[src/tabm_defs.vh]
// tabm_defs.vh: constants for the channel-0 transmit bit-1 input mux.
// assumes inclusion by bare name from the design file; definitions only.
// Functional notes
// - the pin role comes from configuration: add bus enabled wins, else the mode picks HDLC or ATM.
// - with the add bus enabled the pin is bit 1 of the eight-bit channel-0 add data bus.
// - in add-bus use the pin is latched on every falling edge of the add-bus clock.
// - with add bus off and HDLC mode, the pin is bit 1 of the eight-bit HDLC transmit bus.
// - in HDLC mode the block drives a byte-rate transmit clock out to the system side.
// - in HDLC mode the whole transmit byte is sampled on the rising edge of that byte clock.
// - the pin is GFC data only in ATM UNI mode and that role is ignored otherwise.
`ifndef TABM_DEFS_VH
`define TABM_DEFS_VH
`define TABM_MODE_W 2
`define TABM_MODE_HDLC 2'h1
`define TABM_MODE_ATM 2'h2
`define TABM_ROLE_NONE 2'h0
`define TABM_ROLE_ADD 2'h1
`define TABM_ROLE_HDLC 2'h2
`define TABM_ROLE_ATM 2'h3
`define TABM_BIT 1
`define TABM_CLK_NS 25
`define TABM_BYTE_CLK_NS 200
// byte clock half period in clk cycles: 200 ns / 25 ns / 2, sized to fit the divider
`define TABM_HALF_CYC 4'h4
`define TABM_DIV_W 4
`endif

[src/tabm_mux.v]
// tabm_mux.v: role mux and capture for bit 1 of the channel-0 transmit byte bus.
// assumes pins are asynchronous to clk; configuration inputs are quasi-static on clk.
`timescale 1ns/100ps
`include "tabm_defs.vh"
module tabm_mux (
   input wire clk,
   input wire rst_b,
   input wire add_bus_enable,
   input wire [`TABM_MODE_W-1:0] op_mode,
   input wire add_bus_ch0_clock,
   input wire [7:0] add_bus_ch0_data,
   input wire [7:0] hdlc_tx_ch0_byte_bus,
   output reg [1:0] role_ff,
   output reg [7:0] add_byte_ff,
   output reg add_byte_valid_ff,
   output reg hdlc_tx_ch0_byte_clock,
   output reg [7:0] hdlc_byte_ff,
   output reg hdlc_byte_valid_ff,
   output reg atm_tx_ch0_flow_ctl_in,
   output reg atm_gfc_valid_ff
);
   // the add data and the HDLC bus share pins but are synchronised apart,
   // so a role change never mixes stages of the two paths
   wire [7:0] add_sync;
   wire [7:0] hdlc_sync;
   // three stages on the add clock: two to synchronise, one to find the edge
   reg [2:0] clk_sync_ff;
   reg [1:0] nxt_role;
   reg nxt_add_valid;
   reg [7:0] nxt_add_byte;
   reg [`TABM_DIV_W-1:0] div_ff;
   reg [`TABM_DIV_W-1:0] nxt_div;
   reg nxt_byte_clock;
   reg nxt_hdlc_valid;
   reg [7:0] nxt_hdlc_byte;
   reg nxt_gfc;
   reg nxt_gfc_valid;
   wire [`TABM_DIV_W-1:0] half_cyc;
   wire add_fall;
   wire div_wrap;
   wire byte_rise;
   genvar gi;

   assign half_cyc = `TABM_HALF_CYC;
   // the third stage only compares; nothing but the second stage reads the first
   assign add_fall = clk_sync_ff[2] & ~clk_sync_ff[1];
   // byte clock toggles when the divider wraps; a wrap with the clock low is a rising edge
   assign div_wrap = (div_ff == half_cyc - 4'h1);
   assign byte_rise = div_wrap & ~hdlc_tx_ch0_byte_clock;

   // two flops per data pin; the data path is one stage shorter than the clock path,
   // so the byte seen at the detected edge was on the pins as the add clock fell
   generate
      for (gi = 0; gi < 8; gi = gi + 1) begin : g_pin_sync
         reg add_s1_ff;
         reg add_s2_ff;
         reg hdlc_s1_ff;
         reg hdlc_s2_ff;
         always @(posedge clk or negedge rst_b) begin
            if (!rst_b) begin
               add_s1_ff <= 1'b0;
               add_s2_ff <= 1'b0;
               hdlc_s1_ff <= 1'b0;
               hdlc_s2_ff <= 1'b0;
            end else begin
               add_s1_ff <= add_bus_ch0_data[gi];
               add_s2_ff <= add_s1_ff;
               hdlc_s1_ff <= hdlc_tx_ch0_byte_bus[gi];
               hdlc_s2_ff <= hdlc_s1_ff;
            end
         end
         assign add_sync[gi] = add_s2_ff;
         assign hdlc_sync[gi] = hdlc_s2_ff;
      end
   endgenerate

   // reset value low: an idle-high add clock then shows a rise, never a false fall
   always @(posedge clk or negedge rst_b) begin
      if (!rst_b) begin
         clk_sync_ff <= 3'h0;
      end else begin
         clk_sync_ff <= {clk_sync_ff[1:0], add_bus_ch0_clock};
      end
   end

   // add bus enabled wins over any operating mode
   always @* begin
      nxt_role = `TABM_ROLE_NONE;
      if (add_bus_enable) begin
         nxt_role = `TABM_ROLE_ADD;
      end else if (op_mode == `TABM_MODE_HDLC) begin
         nxt_role = `TABM_ROLE_HDLC;
      end else if (op_mode == `TABM_MODE_ATM) begin
         nxt_role = `TABM_ROLE_ATM;
      end
   end

   always @(posedge clk or negedge rst_b) begin
      if (!rst_b) begin
         role_ff <= `TABM_ROLE_NONE;
      end else begin
         role_ff <= nxt_role;
      end
   end

   // add-bus capture: one byte per falling edge of the add clock
   always @* begin
      nxt_add_byte = add_byte_ff;
      nxt_add_valid = 1'b0;
      if (nxt_role == `TABM_ROLE_ADD && add_fall) begin
         nxt_add_byte = add_sync;
         nxt_add_valid = 1'b1;
      end
   end

   always @(posedge clk or negedge rst_b) begin
      if (!rst_b) begin
         add_byte_ff <= 8'h00;
         add_byte_valid_ff <= 1'b0;
      end else begin
         add_byte_ff <= nxt_add_byte;
         add_byte_valid_ff <= nxt_add_valid;
      end
   end

   // byte clock divider; clock parked low and divider cleared outside HDLC mode,
   // so the first byte after a mode change always gets a full low half
   always @* begin
      nxt_div = 4'h0;
      nxt_byte_clock = 1'b0;
      if (nxt_role == `TABM_ROLE_HDLC) begin
         nxt_byte_clock = hdlc_tx_ch0_byte_clock;
         if (div_wrap) begin
            nxt_div = 4'h0;
            nxt_byte_clock = ~hdlc_tx_ch0_byte_clock;
         end else begin
            nxt_div = div_ff + 4'h1;
         end
      end
   end

   always @(posedge clk or negedge rst_b) begin
      if (!rst_b) begin
         div_ff <= 4'h0;
         hdlc_tx_ch0_byte_clock <= 1'b0;
      end else begin
         div_ff <= nxt_div;
         hdlc_tx_ch0_byte_clock <= nxt_byte_clock;
      end
   end

   // whole byte taken on the same clk edge that drives the byte clock high;
   // the system side must have settled it at least two clk cycles earlier
   always @* begin
      nxt_hdlc_byte = hdlc_byte_ff;
      nxt_hdlc_valid = 1'b0;
      if (nxt_role == `TABM_ROLE_HDLC && byte_rise) begin
         nxt_hdlc_byte = hdlc_sync;
         nxt_hdlc_valid = 1'b1;
      end
   end

   always @(posedge clk or negedge rst_b) begin
      if (!rst_b) begin
         hdlc_byte_ff <= 8'h00;
         hdlc_byte_valid_ff <= 1'b0;
      end else begin
         hdlc_byte_ff <= nxt_hdlc_byte;
         hdlc_byte_valid_ff <= nxt_hdlc_valid;
      end
   end

   // flow-control bit follows the synchronised pin every cycle; cell timing is
   // left to the consumer, which is why the valid flag is a level here
   always @* begin
      nxt_gfc = 1'b0;
      nxt_gfc_valid = 1'b0;
      if (nxt_role == `TABM_ROLE_ATM) begin
         nxt_gfc = add_sync[`TABM_BIT];
         nxt_gfc_valid = 1'b1;
      end
   end

   always @(posedge clk or negedge rst_b) begin
      if (!rst_b) begin
         atm_tx_ch0_flow_ctl_in <= 1'b0;
         atm_gfc_valid_ff <= 1'b0;
      end else begin
         atm_tx_ch0_flow_ctl_in <= nxt_gfc;
         atm_gfc_valid_ff <= nxt_gfc_valid;
      end
   end

   // limitation: configuration is taken without synchronisers, so it must only
   // change while rst_b is low or while the pins are idle
endmodule

[config.mk]
export PLATFORM = sky130hd
export DESIGN_NAME = tabm_mux
export DESIGN_NICKNAME = d
export VERILOG_FILES = /design/src/tabm_mux.v
export VERILOG_INCLUDE_DIRS = /design/src /design/src/src
export SDC_FILE = /design/constraint.sdc
export NUM_CORES = 1
export LEC_CHECK = 0
export ABC_CLOCK_PERIOD_IN_PS = 1900
export BUFFER_PORTS_ARGS = -buffer_cell sky130_fd_sc_hd__buf_2
export CAP_MARGIN = 20
export CORE_ASPECT_RATIO = 1.25
export CORE_UTILIZATION = 51
export DETAILED_ROUTE_END_ITERATION = 7
export PLACE_DENSITY_LB_ADDON = 0.05
export SYNTH_ARGS = -nofsm -noshare
export SYNTH_HDL_FRONTEND = slang
export SYNTH_SLANG_ARGS = --single-unit
[constraint.sdc]
create_clock -name clk -period 1.9 [get_ports clk]
set_input_delay 0.095 -clock clk [delete_from_list [all_inputs] [get_ports clk]]
set_output_delay 0.095 -clock clk [all_outputs]
set_load 0.02 [all_outputs]
==> qor.txt <==
Crit Path Max Fanout: 9
Static leakage: 1.29 nW
Final worst path period need: 1480 ps
Fmax: 675 MHz
P&R area growth vs syn: 34.0%
Final Hold Vio Count: 0
Setup-failing EPs final: 0
Util after Layout: 72.4%
Skew-Pair Late Insertion Delay: 320 ps
Period Utilization, post-route: 78.0%
Postcts setup bufs: 0
GPL Wtd Cong: 0.707
Reg2Reg Setup Slack: 420 ps
Worst hold slack: 13.9 ps
Fillcell total: 253
Hold_buf cts: 18
Critical Path Max Stage Delay: 370 ps
ANT cells: 0
Number of top-level pins: 45
YS warnings: 0
Routed vias: 1066
Worst Hold Class: in -> reg
FF+latch count, synth: 62
GRT Residual Overflow: 0
Dpl hpwl: 1800 um
Routed length per instance: 12.5 um
Vias in the first global route: 1119
Max-cap check violation count: 0
CTS H-tree lvls: 3
NumNets Final: 203
Largest net degree at the start of global routing: 30
P per Cell Area: 1070 nW/um^2
Total negative slack: 0 ps
Peak supply drop: 0.760 mV
Core area: 3540 um^2
Final instance area: 2570 um^2
Worst EP arrival: 1690 ps
Starting density of the core: 54.1%
Initial DRC Count: 26
Critical path launch point type: flop
Failing checks: DRC
Cell Area, Placed: 2200 um^2
CTS max path bufs: 2
Vias/cell: 4.80
Crit end category: flop
Clock skew: 4.75 ps
Relative slew slack: 59.3%
Syn Inst Count: 104
Yosys cell types: 20
Gr usage total: 17.6%
Crit path cell chain: ha_1 -> nor3b_4 -> nand3_4 -> mux2_2
Clock-pin slew on the worst setup and hold paths: 60 ps
Die Y: 70.5 um
Status: finished, violations left
Global-route wire length before repair: 4930 um
Slew Limit Fails: 0
Cts bufs inserted: 9
RSZ-0062 raised after global routing: no
Cell row count: 24
Slowest-stage cell, CP: dfrtp_1
Synthesized area per cell: 18.4 um^2
Pre-Repair DR Iteration Count: 6
Slew @ Worst Pin: 610 ps
Mapped Area: 1920 um^2
Register area share after synthesis: 81.0%
Share of cells above drive strength 1: 43.2%
TritonCTS clock tree: done
CTS Sinks: 62
Initial antenna violation count: 0
Post_cts resized: 0
Critical path type: reg -> reg
DRC viols: 6
Syn Nets: 128
Total die area: 4010 um^2
CTS root buffer: clkbuf_8
Post-route ant nets: 0
Port bufs: 44
Drt total wl: 2770 um
Die span in x: 56.8 um
Critical path data required time: 2110 ps
[sequential cells by signal (all words and copies together) (netlist names), 2 cells and up]
name,count
g_pin_sync.add_s2_ff,8
g_pin_sync.hdlc_s1_ff,8
clk_sync_ff,3
div_ff,4
hdlc_byte_ff,8
g_pin_sync.hdlc_s2_ff,8
add_byte_ff,8
role_ff,2
g_pin_sync.add_s1_ff,8
[synth_stat cells]
library cell	count	share of area (%)
or2_2	1	0.33
mux2_2	16	9.4
and3_1	1	0.33
nor3b_4	1	0.98
nand3_1	1	0.26
nand3_4	1	0.91
inv_1	3	0.59
a21oi_1	2	0.52
nor2_1	5	0.98
nor3b_1	1	0.39
buf_4	1	0.39
nor3_1	1	0.26
xnor2_1	1	0.46
nand3b_1	1	0.39
and2_1	1	0.33
or2b_1	1	0.39
ha_1	2	1.3
dfrtp_1	62	81
or3_1	1	0.33
xor2_1	1	0.46
[critical path, delay by kind of cell, from the launching register on]
kind,cells,cell delay [ps]
flip-flops,1,370
AND/OR/NAND/NOR,2,490
adder cells (fa/ha/maj),1,200
multiplexers,1,310
[final cells by class]
type | instances | area, um^2 | share of cell area, %
Tap cell | 39 | 48.8 | 1.90
Clock buffer | 15 | 186 | 7.26
Inverter | 3 | 11.3 | 0.439
Timing Repair Buffer | 65 | 423 | 16.5
Multi-Input combinational cell | 38 | 345 | 13.5
Sequential cell | 62 | 1550 | 60.5
[per-stage QoR]
stage / power, W / instances / setup WS, ps
after floorplan: 0.00158 / 104 / 552
after global placement: 0.00168 / 189 / 432
after detailed placement: 0.00170 / 189 / 395
after CTS: 0.00277 / 222 / 389
after global routing: 0.00286 / 222 / 293
final: 0.00274 / 222 / 418
[logic make-up after synthesis]
group | Yosys count | share of synthesized area (%)
flip-flops | 62 | 81.0
AND/OR/NAND/NOR | 16 | 5.88
buffers and inverters | 4 | 0.980
AO/OA/AOI/OAI | 2 | 0.523
XOR/XNOR | 2 | 0.915
adder cells (fa/ha/maj) | 2 | 1.31
multiplexers | 16 | 9.41
[per-layer routing]
metal	share of wire [%]	GRT usage, %	wire, um	up-vias
li1	-	-	-	494
met1	42	20.2	1160	527
met2	49	27.2	1360	36
met3	4.9	5.00	135	9
met4	4.0	14.6	112	0
met5	0	0	0	-
[where the power goes]
| group | switching, W | leakage [nW] | internal [W] |
|---|---|---|---|
| registers | 0.0000321 | 0.761 | 0.00141 |
| logic | 0.000139 | 0.435 | 0.000115 |
| clock network | 0.000433 | 0.0958 | 0.000610 |
[cells in the final DEF, fill, tap and decap left out, drive strengths merged]
cell / Yosys / final
mux2: 16 / 16
clkbuf: 0 / 15
nand3b: 1 / 1
xnor2: 1 / 1
nor3: 1 / 1
xor2: 1 / 1
and2: 1 / 1
inv: 3 / 3
nor3b: 2 / 2
a21oi: 2 / 2
dfrtp: 62 / 62
dlygate4sd3: 0 / 18
ha: 2 / 2
nor2: 5 / 5
and3: 1 / 1
nand3: 2 / 2
or2b: 1 / 1
or3: 1 / 1
buf: 1 / 47
or2: 1 / 1
[path summary, 6_finish.rpt]
path	startpoint	end	cells after the start
setup / recovery	div_ff[0]	hdlc_byte_ff[3]	4
hold / removal	add_bus_enable	role_ff[0]	2
setup reg to reg	div_ff[0]	hdlc_byte_ff[3]	4
hold reg to reg	g_pin_sync[1].add_s1_ff	g_pin_sync[1].add_s2_ff	0
max in group asynchronous	rst_b	g_pin_sync[3].hdlc_s1_ff	3
min in group asynchronous	rst_b	hdlc_byte_ff[1]	2
No activity file was read; power rests on OpenSTA's default activity.
